## src/common/acr_pkg.sv

```systemverilog
// constants, register map and state type of the converter control block
package acr_pkg;
    // register byte addresses
    localparam logic [7:0] CTL_OFFSET = 8'h00;
    localparam logic [7:0] TRG_OFFSET = 8'h04;
    localparam logic [7:0] CFG_OFFSET = 8'h08;
    localparam logic [7:0] INTF_OFFSET = 8'h0c;
    localparam logic [7:0] INTE_OFFSET = 8'h10;
    localparam logic [7:0] RESULT_BASE = 8'h20;
    localparam logic [2:0] RESULT_REGION = 3'h1;
    // control register fields
    localparam int CTL_ENABLE_BIT = 0;
    localparam int CTL_START_BIT = 1;
    localparam int CTL_BUSY_BIT = 10;
    localparam int CTL_STATUS_LSB = 12;
    // trigger and input select fields, then the range field and the overwrite flag offset
    localparam int TRG_SMP_LSB = 0;
    localparam int TRG_SRC_LSB = 4;
    localparam int TRG_MODE_BIT = 6;
    localparam int TRG_ALIGN_BIT = 7;
    localparam int TRG_FIRST_LSB = 8;
    localparam int TRG_LAST_LSB = 11;
    localparam int CFG_RANGE_LSB = 0;
    localparam int OVERWRITE_LSB = 8;
    // reset values
    localparam logic ENABLE_RESET = 1'b0;
    localparam logic START_RESET = 1'b0;
    localparam logic [2:0] INPUT_RESET = 3'h0;
    localparam logic ALIGN_RESET = 1'b0;
    localparam logic MODE_RESET = 1'b0;
    localparam logic [1:0] SRC_RESET = 2'h0;
    localparam logic [2:0] SMP_RESET = 3'h7;
    localparam logic [1:0] RANGE_RESET = 2'h0;
    localparam logic [15:0] FLAGS_RESET = 16'h0000;
    localparam logic [15:0] INTE_RESET = 16'h0000;
    localparam logic [11:0] RESULT_RESET = 12'h000;
    // encodings
    localparam logic [1:0] TRIG_SOFTWARE = 2'h0;
    localparam logic [1:0] TRIG_TIMER = 2'h1;
    localparam logic [1:0] TRIG_RESERVED = 2'h2;
    localparam logic [1:0] TRIG_PIN = 2'h3;
    localparam logic [1:0] RANGE_ENABLED = 2'h3;
    localparam logic [3:0] SMP_BASE_CYCLES = 4'h4;
    localparam logic [2:0] LAST_INPUT = 3'h7;
    localparam logic [1:0] RESP_OKAY = 2'h0;
    localparam logic [1:0] RESP_DECERR = 2'h3;

    typedef enum logic [2:0] {
        ACR_IDLE,
        ACR_ARMED,
        ACR_SYNC,
        ACR_SAMPLE,
        ACR_CONVERT,
        ACR_HALT
    } acr_state_type;
endpackage

```

## src/verilog/acr_sync.sv

```systemverilog
// two flip-flop synchroniser for one level from outside the clock domain
module acr_sync (
    // clock and reset
    input wire logic clk,
    input wire logic rst_b,
    // level in and out
    input wire logic asyncIn,
    output logic syncOut
);
    logic stage1;

    always_ff @(posedge clk or negedge rst_b) begin
        if (!rst_b) begin
            stage1 <= 1'b0;
            syncOut <= 1'b0;
        end else begin
            stage1 <= asyncIn;
            syncOut <= stage1;
        end
    end
endmodule

```

## src/verilog/acr_converter_control.sv

```systemverilog
// control, status and result registers of one eight-input converter channel
// Contract
// busy reads 1 while converting, 0 when idle
// start=1 converts on software trigger, arms pin or timer trigger otherwise
// start bit never self-clears; software writes 0 then 1 to rerun
// start=0 lets the running conversion finish, then stops
// software holds start 1 one tick, 0 two ticks
// enable bit runs the unit and gates its operating clock
// enable reads 0 only after termination; software checks before clock off
// software changes select and range registers only while not busy
// first input at bits 10-8, last input at bits 13-11
// software keeps last input not below first input
// alignment 1 puts result at 15-4, 0 at 11-0
// alignment change reshapes every result read at once, data kept
// mode 1 continuous, mode 0 one pass over the range
// trigger code 3 pin, 1 timer underflow, 0 software, 2 reserved
// sampling lasts field plus four operating clock ticks
// conversions only with range code 3; code 0 blocks them
// overwrite flags 15-8, completion flags 7-0, cleared by writing 1
// triggers taken only when not busy, start synced to operating clock
// inputs converted ascending; one pass stops after last input
// overwrite flag sets on load while completion flag still set
// interrupt request only for a set flag with its enable
// result load and completion flag set in the same cycle
//
// Decided for this implementation: the register addresses and the AXI4-Lite register port.
module acr_converter_control
    import acr_pkg::*;
(
    // clock and reset
    input wire logic clk,
    input wire logic rst_b,
    // axi4-lite register port
    input wire logic [7:0] awaddr,
    input wire logic awvalid,
    output logic awready,
    input wire logic [31:0] wdata,
    input wire logic [3:0] wstrb,
    input wire logic wvalid,
    output logic wready,
    output logic [1:0] bresp,
    output logic bvalid,
    input wire logic bready,
    input wire logic [7:0] araddr,
    input wire logic arvalid,
    output logic arready,
    output logic [31:0] rdata,
    output logic [1:0] rresp,
    output logic rvalid,
    input wire logic rready,
    // trigger sources
    input wire logic externalTriggerPin,
    input wire logic timerOperatingClock,
    input wire logic timerUnderflow,
    // analog converter core
    output logic coreClkEn,
    output logic coreSampling,
    output logic coreStart,
    output logic [2:0] currentInput,
    input wire logic coreDone,
    input wire logic [11:0] coreData,
    // interrupt request
    output logic convIrq
);
    // bus state
    logic awHave, wHave, next_awHave, next_wHave;
    logic [7:0] awAddr, next_awAddr;
    logic [15:0] wData, next_wData;
    logic [1:0] wStrb, next_wStrb;
    logic next_awready, next_wready, next_bvalid, next_arready, next_rvalid;
    logic [1:0] next_bresp, next_rresp;
    logic [31:0] next_rdata;
    logic wrEn;
    // registers
    logic enableReq, start, align, mode;
    logic next_enableReq, next_start, next_align, next_mode, next_enable;
    logic [2:0] firstIn, lastIn, smpSel, next_firstIn, next_lastIn, next_smpSel;
    logic [1:0] trigSrc, range, next_trigSrc, next_range;
    logic [15:0] flags, inte, next_flags, next_inte, flagSet, flagClr;
    logic [11:0] results [8];
    logic [11:0] next_results [8];
    logic next_convIrq;
    // sequencer
    acr_state_type state, next_state;
    logic [2:0] next_channel;
    logic [3:0] smpCount, next_smpCount;
    logic next_coreStart, next_coreSampling, load, busy, stopReq;
    // trigger edges
    logic extSync, extPrev, tmrSync, tmrPrev, extFall, tick;

    acr_sync u_ext_sync (
        .clk(clk),
        .rst_b(rst_b),
        .asyncIn(externalTriggerPin),
        .syncOut(extSync)
    );

    acr_sync u_tmr_sync (
        .clk(clk),
        .rst_b(rst_b),
        .asyncIn(timerOperatingClock),
        .syncOut(tmrSync)
    );

    assign extFall = extPrev & ~extSync;
    assign tick = tmrSync & ~tmrPrev;
    assign busy = (state == ACR_SYNC) || (state == ACR_SAMPLE) || (state == ACR_CONVERT);
    assign stopReq = !start || !enableReq;
    assign wrEn = awHave && wHave && !bvalid;

    function automatic logic [15:0] mergeLanes(input logic [15:0] old, input logic [15:0] data,
                                               input logic [1:0] strb);
        mergeLanes = {strb[1] ? data[15:8] : old[15:8], strb[0] ? data[7:0] : old[7:0]};
    endfunction

    function automatic logic mapped(input logic [7:0] addr);
        logic [7:0] word;
        word = {addr[7:2], 2'b00};
        mapped = (word == CTL_OFFSET) || (word == TRG_OFFSET) || (word == CFG_OFFSET)
                 || (word == INTF_OFFSET) || (word == INTE_OFFSET)
                 || (addr[7:5] == RESULT_REGION);
    endfunction

    // bus handshakes and read data
    always_comb begin
        logic [15:0] rd;
        logic [7:0] word;
        rd = 16'h0000;
        word = {araddr[7:2], 2'b00};
        next_awHave = awHave;
        next_awAddr = awAddr;
        next_wHave = wHave;
        next_wData = wData;
        next_wStrb = wStrb;
        next_bvalid = bvalid;
        next_bresp = bresp;
        next_arready = arready;
        next_rvalid = rvalid;
        next_rdata = rdata;
        next_rresp = rresp;
        if (awvalid && awready) begin
            next_awHave = 1'b1;
            next_awAddr = awaddr;
        end
        if (wvalid && wready) begin
            next_wHave = 1'b1;
            next_wData = wdata[15:0];
            next_wStrb = wstrb[1:0];
        end
        if (wrEn) begin
            next_awHave = 1'b0;
            next_wHave = 1'b0;
            next_bvalid = 1'b1;
            next_bresp = mapped(awAddr) ? RESP_OKAY : RESP_DECERR;
        end else if (bvalid && bready) begin
            next_bvalid = 1'b0;
        end
        next_awready = !next_awHave;
        next_wready = !next_wHave;
        if (araddr[7:5] == RESULT_REGION) begin
            // alignment applied on read, stored value untouched
            rd = align ? {results[araddr[4:2]], 4'h0} : {4'h0, results[araddr[4:2]]};
        end else begin
            case (word)
                CTL_OFFSET: begin
                    rd = '0;
                    rd[CTL_STATUS_LSB +: 3] = currentInput;
                    rd[CTL_BUSY_BIT] = busy;
                    rd[CTL_START_BIT] = start;
                    rd[CTL_ENABLE_BIT] = coreClkEn;
                end
                TRG_OFFSET: begin
                    rd = '0;
                    rd[TRG_LAST_LSB +: 3] = lastIn;
                    rd[TRG_FIRST_LSB +: 3] = firstIn;
                    rd[TRG_ALIGN_BIT] = align;
                    rd[TRG_MODE_BIT] = mode;
                    rd[TRG_SRC_LSB +: 2] = trigSrc;
                    rd[TRG_SMP_LSB +: 3] = smpSel;
                end
                CFG_OFFSET: begin
                    rd = '0;
                    rd[CFG_RANGE_LSB +: 2] = range;
                end
                INTF_OFFSET: rd = flags;
                INTE_OFFSET: rd = inte;
                default: rd = 16'h0000;
            endcase
        end
        if (arvalid && arready) begin
            next_arready = 1'b0;
            next_rvalid = 1'b1;
            next_rdata = {16'h0000, rd};
            next_rresp = mapped(araddr) ? RESP_OKAY : RESP_DECERR;
        end else if (rvalid && rready) begin
            next_rvalid = 1'b0;
            next_arready = 1'b1;
        end
    end

    always_ff @(posedge clk or negedge rst_b) begin
        if (!rst_b) begin
            awHave <= 1'b0;
            awAddr <= 8'h00;
            wHave <= 1'b0;
            wData <= 16'h0000;
            wStrb <= 2'h0;
            awready <= 1'b0;
            wready <= 1'b0;
            bvalid <= 1'b0;
            bresp <= RESP_OKAY;
            arready <= 1'b1;
            rvalid <= 1'b0;
            rdata <= 32'h0000_0000;
            rresp <= RESP_OKAY;
        end else begin
            awHave <= next_awHave;
            awAddr <= next_awAddr;
            wHave <= next_wHave;
            wData <= next_wData;
            wStrb <= next_wStrb;
            awready <= next_awready;
            wready <= next_wready;
            bvalid <= next_bvalid;
            bresp <= next_bresp;
            arready <= next_arready;
            rvalid <= next_rvalid;
            rdata <= next_rdata;
            rresp <= next_rresp;
        end
    end

    // register file, flags and results
    always_comb begin
        logic [15:0] merged;
        logic [7:0] word;
        merged = 16'h0000;
        word = {awAddr[7:2], 2'b00};
        next_enableReq = enableReq;
        next_start = start;
        next_firstIn = firstIn;
        next_lastIn = lastIn;
        next_align = align;
        next_mode = mode;
        next_trigSrc = trigSrc;
        next_smpSel = smpSel;
        next_range = range;
        next_inte = inte;
        flagClr = 16'h0000;
        flagSet = 16'h0000;
        next_results = results;
        if (wrEn) begin
            case (word)
                CTL_OFFSET: begin
                    merged = mergeLanes({14'h0000, start, enableReq}, wData, wStrb);
                    next_start = merged[CTL_START_BIT];
                    next_enableReq = merged[CTL_ENABLE_BIT];
                end
                TRG_OFFSET: begin
                    merged = mergeLanes({2'h0, lastIn, firstIn, align, mode, trigSrc, 1'b0,
                                         smpSel}, wData, wStrb);
                    next_lastIn = merged[TRG_LAST_LSB +: 3];
                    next_firstIn = merged[TRG_FIRST_LSB +: 3];
                    next_align = merged[TRG_ALIGN_BIT];
                    next_mode = merged[TRG_MODE_BIT];
                    next_trigSrc = merged[TRG_SRC_LSB +: 2];
                    next_smpSel = merged[TRG_SMP_LSB +: 3];
                end
                CFG_OFFSET: begin
                    merged = mergeLanes({14'h0000, range}, wData, wStrb);
                    next_range = merged[CFG_RANGE_LSB +: 2];
                end
                INTF_OFFSET: flagClr = mergeLanes(16'h0000, wData, wStrb);
                INTE_OFFSET: next_inte = mergeLanes(inte, wData, wStrb);
                default: merged = 16'h0000;
            endcase
        end
        if (load) begin
            next_results[currentInput] = coreData;
            flagSet[currentInput] = 1'b1;
            flagSet[OVERWRITE_LSB + currentInput] = flags[currentInput];
        end
        // a set in the clearing cycle wins
        next_flags = (flags & ~flagClr) | flagSet;
        // termination: enable reads 0 only once nothing is converting
        next_enable = enableReq || (coreClkEn && busy);
        next_convIrq = |(flags & inte);
    end

    always_ff @(posedge clk or negedge rst_b) begin
        if (!rst_b) begin
            enableReq <= ENABLE_RESET;
            coreClkEn <= ENABLE_RESET;
            start <= START_RESET;
            firstIn <= INPUT_RESET;
            lastIn <= INPUT_RESET;
            align <= ALIGN_RESET;
            mode <= MODE_RESET;
            trigSrc <= SRC_RESET;
            smpSel <= SMP_RESET;
            range <= RANGE_RESET;
            flags <= FLAGS_RESET;
            inte <= INTE_RESET;
            convIrq <= 1'b0;
            for (int i = 0; i < 8; i++) begin
                results[i] <= RESULT_RESET;
            end
        end else begin
            enableReq <= next_enableReq;
            coreClkEn <= next_enable;
            start <= next_start;
            firstIn <= next_firstIn;
            lastIn <= next_lastIn;
            align <= next_align;
            mode <= next_mode;
            trigSrc <= next_trigSrc;
            smpSel <= next_smpSel;
            range <= next_range;
            flags <= next_flags;
            inte <= next_inte;
            convIrq <= next_convIrq;
            results <= next_results;
        end
    end

    // conversion sequencer
    always_comb begin
        next_state = state;
        next_channel = currentInput;
        next_smpCount = smpCount;
        next_coreStart = 1'b0;
        next_coreSampling = coreSampling;
        load = 1'b0;
        case (state)
            ACR_IDLE: begin
                if (enableReq && start && range == RANGE_ENABLED) begin
                    next_channel = firstIn;
                    next_state = (trigSrc == TRIG_SOFTWARE) ? ACR_SYNC : ACR_ARMED;
                end
            end
            ACR_ARMED: begin
                if (stopReq) begin
                    next_state = ACR_IDLE;
                end else if ((trigSrc == TRIG_TIMER && timerUnderflow)
                             || (trigSrc == TRIG_PIN && extFall)) begin
                    next_channel = firstIn;
                    next_state = ACR_SYNC;
                end
            end
            ACR_SYNC: begin
                if (stopReq) begin
                    next_state = ACR_IDLE;
                end else if (tick) begin
                    next_smpCount = {1'b0, smpSel} + SMP_BASE_CYCLES;
                    next_coreSampling = 1'b1;
                    next_state = ACR_SAMPLE;
                end
            end
            ACR_SAMPLE: begin
                if (tick) begin
                    if (smpCount == 4'h1) begin
                        next_coreSampling = 1'b0;
                        next_coreStart = 1'b1;
                        next_state = ACR_CONVERT;
                    end else begin
                        next_smpCount = smpCount - 4'h1;
                    end
                end
            end
            ACR_CONVERT: begin
                if (coreDone) begin
                    load = 1'b1;
                    if (stopReq || currentInput == lastIn) begin
                        if (currentInput == LAST_INPUT) begin
                            next_channel = 3'h0;
                        end
                        if (stopReq) begin
                            next_state = ACR_IDLE;
                        end else if (mode) begin
                            next_channel = firstIn;
                            next_state = ACR_SYNC;
                        end else begin
                            // one pass done; pin and timer stay armed
                            next_state = (trigSrc == TRIG_SOFTWARE) ? ACR_HALT : ACR_ARMED;
                        end
                    end else begin
                        next_channel = currentInput + 3'h1;
                        next_state = ACR_SYNC;
                    end
                end
            end
            ACR_HALT: begin
                if (stopReq) begin
                    next_state = ACR_IDLE;
                end
            end
            default: next_state = ACR_IDLE;
        endcase
    end

    always_ff @(posedge clk or negedge rst_b) begin
        if (!rst_b) begin
            state <= ACR_IDLE;
            currentInput <= INPUT_RESET;
            smpCount <= 4'h0;
            coreStart <= 1'b0;
            coreSampling <= 1'b0;
            extPrev <= 1'b0;
            tmrPrev <= 1'b0;
        end else begin
            state <= next_state;
            currentInput <= next_channel;
            smpCount <= next_smpCount;
            coreStart <= next_coreStart;
            coreSampling <= next_coreSampling;
            extPrev <= extSync;
            tmrPrev <= tmrSync;
        end
    end
endmodule

```

## config.mk

```make
export PLATFORM = sky130hd
export DESIGN_NAME = acr_converter_control
export DESIGN_NICKNAME = d
export VERILOG_FILES = /design/src/common/acr_pkg.sv /design/src/verilog/acr_sync.sv /design/src/verilog/acr_converter_control.sv
export SDC_FILE = /design/constraint.sdc
export NUM_CORES = 1
export LEC_CHECK = 0
export BUFFER_PORTS_ARGS = -buffer_cell sky130_fd_sc_hd__buf_2
export CAP_MARGIN = 20
export CORE_MARGIN = 1.5
export CORE_UTILIZATION = 40
export CTS_CLUSTER_SIZE = 16
export DETAILED_ROUTE_END_ITERATION = 12
export PLACE_DENSITY = 0.57
export SLEW_MARGIN = 15
export SYNTH_ARGS = -nofsm -noshare
export SYNTH_HDL_FRONTEND = slang
export SYNTH_HIERARCHICAL = 1
export SYNTH_SLANG_ARGS = --single-unit
```

## constraint.sdc

```tcl
create_clock -name clk -period 2.6 [get_ports clk]
set_clock_uncertainty 0.1 [all_clocks]
set_input_delay 0.26 -clock clk [delete_from_list [all_inputs] [get_ports clk]]
set_output_delay 0.26 -clock clk [all_outputs]
set_load 0.05 [all_outputs]
```

==> results.toml, run 1 <==
[detailed_routing]
wl_per_cell_um = 19.4
via_per_inst = 5.38
wirelength_um = 25000
drt_pass1_iterations = 4
post-route-drc-count = 0
drtAntennaViolNets = 0
vias = 6929
drtIter0Drc = 419

[critical_path]
crit_fanout = 3
crit_path_max_incr_delay_ns = 0.47
cp_slowest_cell = "or3b_2"
startpoint_type = "register"
cp.required_ns = 2.90
critPathArrivalTime_ns = 2.70
path_class = "reg -> reg"
path_cells = "inv_1 > ha_1 > or3b_2 > or2_2 > a22o_1 > a21oi_1 > mux2_2"
rrSetupSlack_ns = 0.20
worst-path-buf-inv = 1
critPathTopFamily = "simple AND/OR/NAND/NOR gates"
worstSetupEndpointType = "register"

[cells_and_area]
syn2layout_area_growth_pct = 21.5
n_antenna_cell = 0
seq_area_um2 = 5360
drive_above_1_share_pct = 36.7
multiInputGateArea_um2 = 4360
num-fill-cells = 2220
fin_nets = 1030

[floorplan]
core_area_um2 = 24500
die_w_um = 161
fp-row-count = 57
die_h_um = 161
initial_core_util_pct = 41.1
die-area_um2 = 26100
ios = 123

[place]
finalWeightedCongestion = 0.854
port_buffers = 84
dp_hpwl_um = 17700

[timing]
setup_violations = 0
setup_tns_ns = 0
final_max_slew_viol_count = 0
clock.fmax_mhz = 417
worst_pin_slew_ns = 0.920
rsz0062_at_grt = "no"
fin_crit_sh_pct = 92.1
post-route-min-period_ns = 2.40
hold_violations = 0
relSlewSlack_pct = 38.5

[synth]
yosysWarningCount = 6
synth_top_cell_area_share_pct = 52.3
async_reset_ff_share_pct = 100
synth_area_um2 = 10000
ys_types = 60
syn_inst = 793
synth-edff-count = 0
synth-seq-cells = 214
synth_flop_cell = "dfrtp_1"
syn_avg_cell_area_um2 = 12.7
yosys-top-cells-area = "dfrtp_1 (52%), mux2_2 (16%), mux4_2 (3.4%), mux2i_1 (2.7%), nand2_1 (2.5%)"
ys_seq_area_share_pct = 53.4
synth_top_cell_by_area = "dfrtp_1"

[grt]
grt_pass1_wl_um = 39300
grt_max_degree = 84
grt-ovfl-total = 0
grt_usage_pct = 19.5
grt_pass1_vias = 6927
antenna_found_initial = 0

[clock_tree]
clkTransAtPathRegs_ns = 0.05
clockBufferDepth = 3
cts_sinks = 214
cts_setup_buffers = 0
clk_latency_ns = 0.52
cts_buffers = 25
root_buffer = "clkbuf_16"
cts_tree = "built"
cts_max_level = 1

[power]
ir_drop_uv = 690
cellLeakagePower_nw = 5.83
total_power_mw = 11.1
power.density_nw_per_um2 = 908

[flow_run]
drv_cap = 0

[outcome]
outcome = "finished clean"

[min_path]
hold_class = "in -> reg"
==> cell families (layout without fill, tap and decap cells) <==
kind of cell               count (synthesis)  after routing  share of synthesized area, %
muxes                                    200            200                          24.2
buffers and inverters                     75            231                          3.79
AOI/OAI and AO/OA                        127            127                          9.37
xor gates and xnor gates                   3              3                         0.262
adders and majority gates                  5              5                         0.623
and+or+nand+nor                          168            168                          8.32
other                                      1             16                        0.0373
DFF                                      214            214                          53.4
==> cell usage after synthesis (5+ instances only) <==
library cell / count
nand3_1: 13
o2bb2ai_1: 10
inv_1: 19
a21o_1: 6
ha_1: 5
mux2i_1: 27
nand2b_1: 6
a22oi_1: 10
mux2_2: 145
dfrtp_1: 210
nor3_1: 9
o211ai_1: 7
buf_4: 19
nor2b_1: 5
nor2_1: 33
clkbuf_1: 21
a221oi_1: 18
o21ai_0: 24
o22a_1: 10
mux4_2: 15
a21oi_1: 13
a22o_1: 8
mux2_4: 13
nand2_1: 66
nand3b_1: 5
buf_2: 10
==> power breakdown <==
part	internal [mW]	switching, mW	total, mW
Clock	2.02	1.30	3.32
Sequential	4.06	0.761	4.83
Combinational	1.17	1.76	2.93
Total	7.26	3.82	11.1
==> final timing paths <==
check,to,start,cells after the start
setup / recovery,state[2]$_DFFE_PN0P_,smpCount[1]$_DFFE_PN0P_,7
hold / removal,rdata[10]$_DFFE_PN0P_,araddr[5],5
setup reg to reg,state[2]$_DFFE_PN0P_,smpCount[1]$_DFFE_PN0P_,7
hold reg to reg,u_tmr_sync/syncOut$_DFF_PN0_,u_tmr_sync/stage1$_DFF_PN0_,0
max in group asynchronous,arready$_DFFE_PN1P_,rst_b,3
min in group asynchronous,results[17]$_DFFE_PN0P_,rst_b,2
==> worst min-delay path, cell delays in order <==
cell	delay, ns
buf_2	0.14
nand2_1	0.08
nor2_1	0.07
nand2_1	0.07
a31oi_1	0.07
==> layout make-up <==
type | instances | share of cell area, %
Clock buffer | 37 | 5.99
Clock inverter | 4 | 0.400
Inverter | 19 | 0.584
Multi-Input combinational cell | 519 | 35.7
Sequential cell | 214 | 43.9
Tap cell | 324 | 3.32
Timing Repair Buffer | 171 | 10.0
==> sequential cells by signal (all words and copies together), names as in the netlist, 2 cells and up <==
signal and cells:
firstIn 3, wStrb 2, currentInput 3, state 3, wData 16, inte 16, flags 16, smpCount 4
awAddr 6, smpSel 3, trigSrc 2, results 96, rdata 16, range 2, lastIn 3
==> what timing repair did <==
item | in CTS | in global routing
endpoints found under the hold margin | 199 | 0
resized for setup | 0 | 0
hold buffers | 42 | 0
==> through the flow <==
step	area (µm²)	util (%)	cells	hold WS (ns)	setup slack, ns
after floorplan	10100	-	808	-0.136	0.212
after global placement	11000	45.0	1204	0.218	0.239
after detailed placement	11000	45.0	1204	0.214	0.213
after CTS	12200	49.9	1287	0.0911	0.199
after global routing	12200	49.9	1288	0.120	0.0946
final	12200	49.9	1288	0.115	0.204
==> metal layers <==
layer | vias up | part of all wire (%) | track usage, % | wire [µm]
met1 | 3494 | 47 | 27.8 | 11700
li1 | 3195 | - | - | -
met5 | - | 0 | 0 | 0
met2 | 196 | 46 | 30.8 | 11500
met3 | 44 | 4.6 | 2.67 | 1150
met4 | 0 | 2.9 | 6.36 | 731
==> cell usage in the layout (no fill, tap or decap), drive strengths merged, types with 11 or more instances in the layout <==
| cell type | instances |
|---|---|
| dfrtp | 210 |
| nor3 | 11 |
| mux2i | 27 |
| dlygate4sd3 | 42 |
| a21oi | 13 |
| o21ai | 24 |
| conb | 16 |
| nand3 | 13 |
| nor2 | 33 |
| mux2 | 158 |
| mux4 | 15 |
| inv | 20 |
| clkbuf | 38 |
| a221oi | 18 |
| nand2 | 66 |
| buf | 128 |
Note: power is estimated with default switching activity, not from simulation.
==> run 2: changes to the inputs <==
--- a/config.mk
+++ b/config.mk
@@ -11,7 +11,7 @@
 export CORE_UTILIZATION = 40
 export CTS_CLUSTER_SIZE = 16
 export DETAILED_ROUTE_END_ITERATION = 12
-export PLACE_DENSITY = 0.57
+export PLACE_DENSITY = 0.6
 export SLEW_MARGIN = 15
 export SYNTH_ARGS = -nofsm -noshare
 export SYNTH_HDL_FRONTEND = slang
==> constraint.sdc (replaced) <==
create_clock -name clk -period 1.9 [get_ports clk]
set_clock_uncertainty 0.1 [all_clocks]
set_input_delay 0.19 -clock clk [delete_from_list [all_inputs] [get_ports clk]]
set_output_delay 0.19 -clock clk [all_outputs]
set_load 0.05 [all_outputs]
==> run 2 against run 1 <==
The flow now finishes with violations (negative setup slack); wire length grew 7.6%; worst setup slack got worse by 0.45 ns; design area up 10%; sequential share of layout area decreased by 4.1 points; combinational power grew 70%; fmax rose by 11%; non-clock buffer count rose by 76; via count rose by 5.6%; sequential power is 37% higher; final cell count is 6.2% higher; critical path type unchanged; critical endpoint is now trigSrc[1]$_DFFE_PN0P_.
==> results.toml, run 2 (synthesis gave the netlist of run 1 again) <==
[critical_path]
cp.required_ns = 2.21
rrSetupSlack_ns = -0.25
critPathArrivalTime_ns = 2.46
reg2reg_depth = 5
r2r-end = "trigSrc[1]$_DFFE_PN0P_"
rr_startpoint = "awAddr[4]$_DFFE_PN0P_"
path_class = "reg -> reg"
crit_fanout = 7
worstSetupEndpointType = "register"
startpoint_type = "register"

[cells_and_area]
final_common_cell = "dfrtp_1"
final_util_pct = 55.1
largest_register = "results"
largest_reg_flops = 96
final_cell_mix = "dfrtp_1 (204), mux2_2 (94), buf_4 (86)"
fin_nets = 1106
syn2layout_area_growth_pct = 34.1
n_antenna_cell = 0
drive_above_1_share_pct = 45.8
final_cells = 1368

[place]
port_buffers = 84
finalWeightedCongestion = 0.923
dp_hpwl_um = 18600
dp_cells = 1266

[floorplan]
die_h_um = 161
fp-row-count = 57
initial_core_util_pct = 41.1
die_w_um = 161
core_area_um2 = 24500
die-area_um2 = 26100
ios = 123

[flow_run]
drv_cap = 0

[min_path]
holdPathStages = 3
hold_class = "in -> reg"
holdCritStartpoint = "awvalid"
hold_path_end = "awAddr[7]$_DFFE_PN0P_"

[power]
switching_share_pct = 35.2
comb_power_share_pct = 30.4
p_sw_mw = 5.77
cellLeakagePower_nw = 6.39
internal_power_mw = 10.6
p_clk_share_pct = 29.2
p_seq_share_pct = 40.4
power.density_nw_per_um2 = 1220
ir_drop_uv = 1100

[timing]
fin_crit_sh_pct = 113
post-route-min-period_ns = 2.15
hold_violations = 0
clock.fmax_mhz = 465
setup_violations = 76
setup_tns_ns = -7.69
rsz0062_at_grt = "yes"
fin_hold_ws_ns = 0.0183
final_max_slew_viol_count = 0
fin_ws_ns = -0.249

[outcome]
failed_checks = "negative setup slack"
outcome = "finished, violations left"

[grt]
grt_usage_pct = 20.6
grt_pass1_vias = 7276
grt_pass1_wl_um = 41900
grt_max_degree = 58
grt-ovfl-total = 0
antenna_found_initial = 0

[detailed_routing]
vias = 7319
wirelength_um = 26900
drt_pass1_iterations = 5
post-route-drc-count = 0
drtAntennaViolNets = 0
drtIter0Drc = 593
wl_per_cell_um = 19.7
via_per_inst = 5.35

[clock_tree]
cts_tree = "built"
root_buffer = "clkbuf_16"
clkTransAtPathRegs_ns = 0.06
cts_max_level = 1
clockBufferDepth = 3
clk_latency_ns = 0.53
cts_buffers = 25
cts_sinks = 214
## run 2: changes by cell type in the layout (fill, tap and decap cells not counted), sizes merged
cell,previous run,this run
dlygate4sd3,42,43
bufinv,1,2
buf,128,204
clkbuf,38,33
clkinvlp,0,1
clkinv,2,8
## run 2: power groups by stage
| stage | sequential [mW] | clock (mW) | combinational, mW |
|---|---|---|---|
| final | 6.62 | 4.77 | 4.98 |
| after global routing | 6.73 | 5.05 | 5.31 |
| after CTS | 6.57 | 4.86 | 4.80 |
| after detailed placement | 6.63 | 0 | 4.56 |
| after global placement | 6.62 | 0 | 4.50 |
| after floorplan | 7.08 | 0 | 2.36 |
## run 2: worst max-delay path, cell delays in order (launching register included)
cell and delay, ns:
dfrtp_1 0.38, or4_4 0.53, or2_4 0.25, or3_1 0.32
buf_6 0.16, mux2_4 0.29
## run 2: worst max-delay path by stage
stage	from	end	slack, ns	cells after the start
final	awAddr[4]$_DFFE_PN0P_	trigSrc[1]$_DFFE_PN0P_	-0.25	5
after global routing	awAddr[4]$_DFFE_PN0P_	trigSrc[1]$_DFFE_PN0P_	-0.28	5
after CTS	awAddr[4]$_DFFE_PN0P_	trigSrc[1]$_DFFE_PN0P_	-0.23	5
after detailed placement	awAddr[4]$_DFFE_PN0P_	lastIn[0]$_DFFE_PN0P_	-0.33	4
after global placement	awAddr[4]$_DFFE_PN0P_	lastIn[2]$_DFFE_PN0P_	-0.32	4
after floorplan	awAddr[4]$_DFFE_PN0P_	align$_DFFE_PN0P_	-0.26	5
## run 2: metrics by stage
stage | power (mW) | worst slack (ns) | instance area [µm²]
finish | 16.4 | -0.249 | 13500
global placement | 11.1 | -0.316 | 11700
floorplan | 9.44 | -0.259 | 10300
CTS | 16.2 | -0.230 | 13300
detailed placement | 11.2 | -0.332 | 11700
global route | 17.1 | -0.282 | 13500
## run 2: layout make-up
cell class	count	area (µm²)
tap	324	405
multi-input combinational	519	4780
clock inverter	12	129
fill	2050	11000
clock buffer	33	686
timing repair buffer	247	2030
sequential	214	5370
inverter	19	75.1
## run 2: what timing repair did
item,4_1_cts,5_1_grt
endpoints found under the hold margin,335,0
hold buffers,43,0
setup endpoints to repair,92,113
setup buffers,12,3
gates cloned,3,0
resized for setup,62,53
pin swaps,8,14
## run 2: per-layer routing
layer	share of wire (%)	global-route usage, %	up-vias	routed length, µm
met1	47	30.5	3706	12600
met4	1.9	5.01	0	523
met3	5.8	3.42	38	1570
li1	-	-	3339	-
met5	0	0	-	0
met2	46	31.7	236	12300
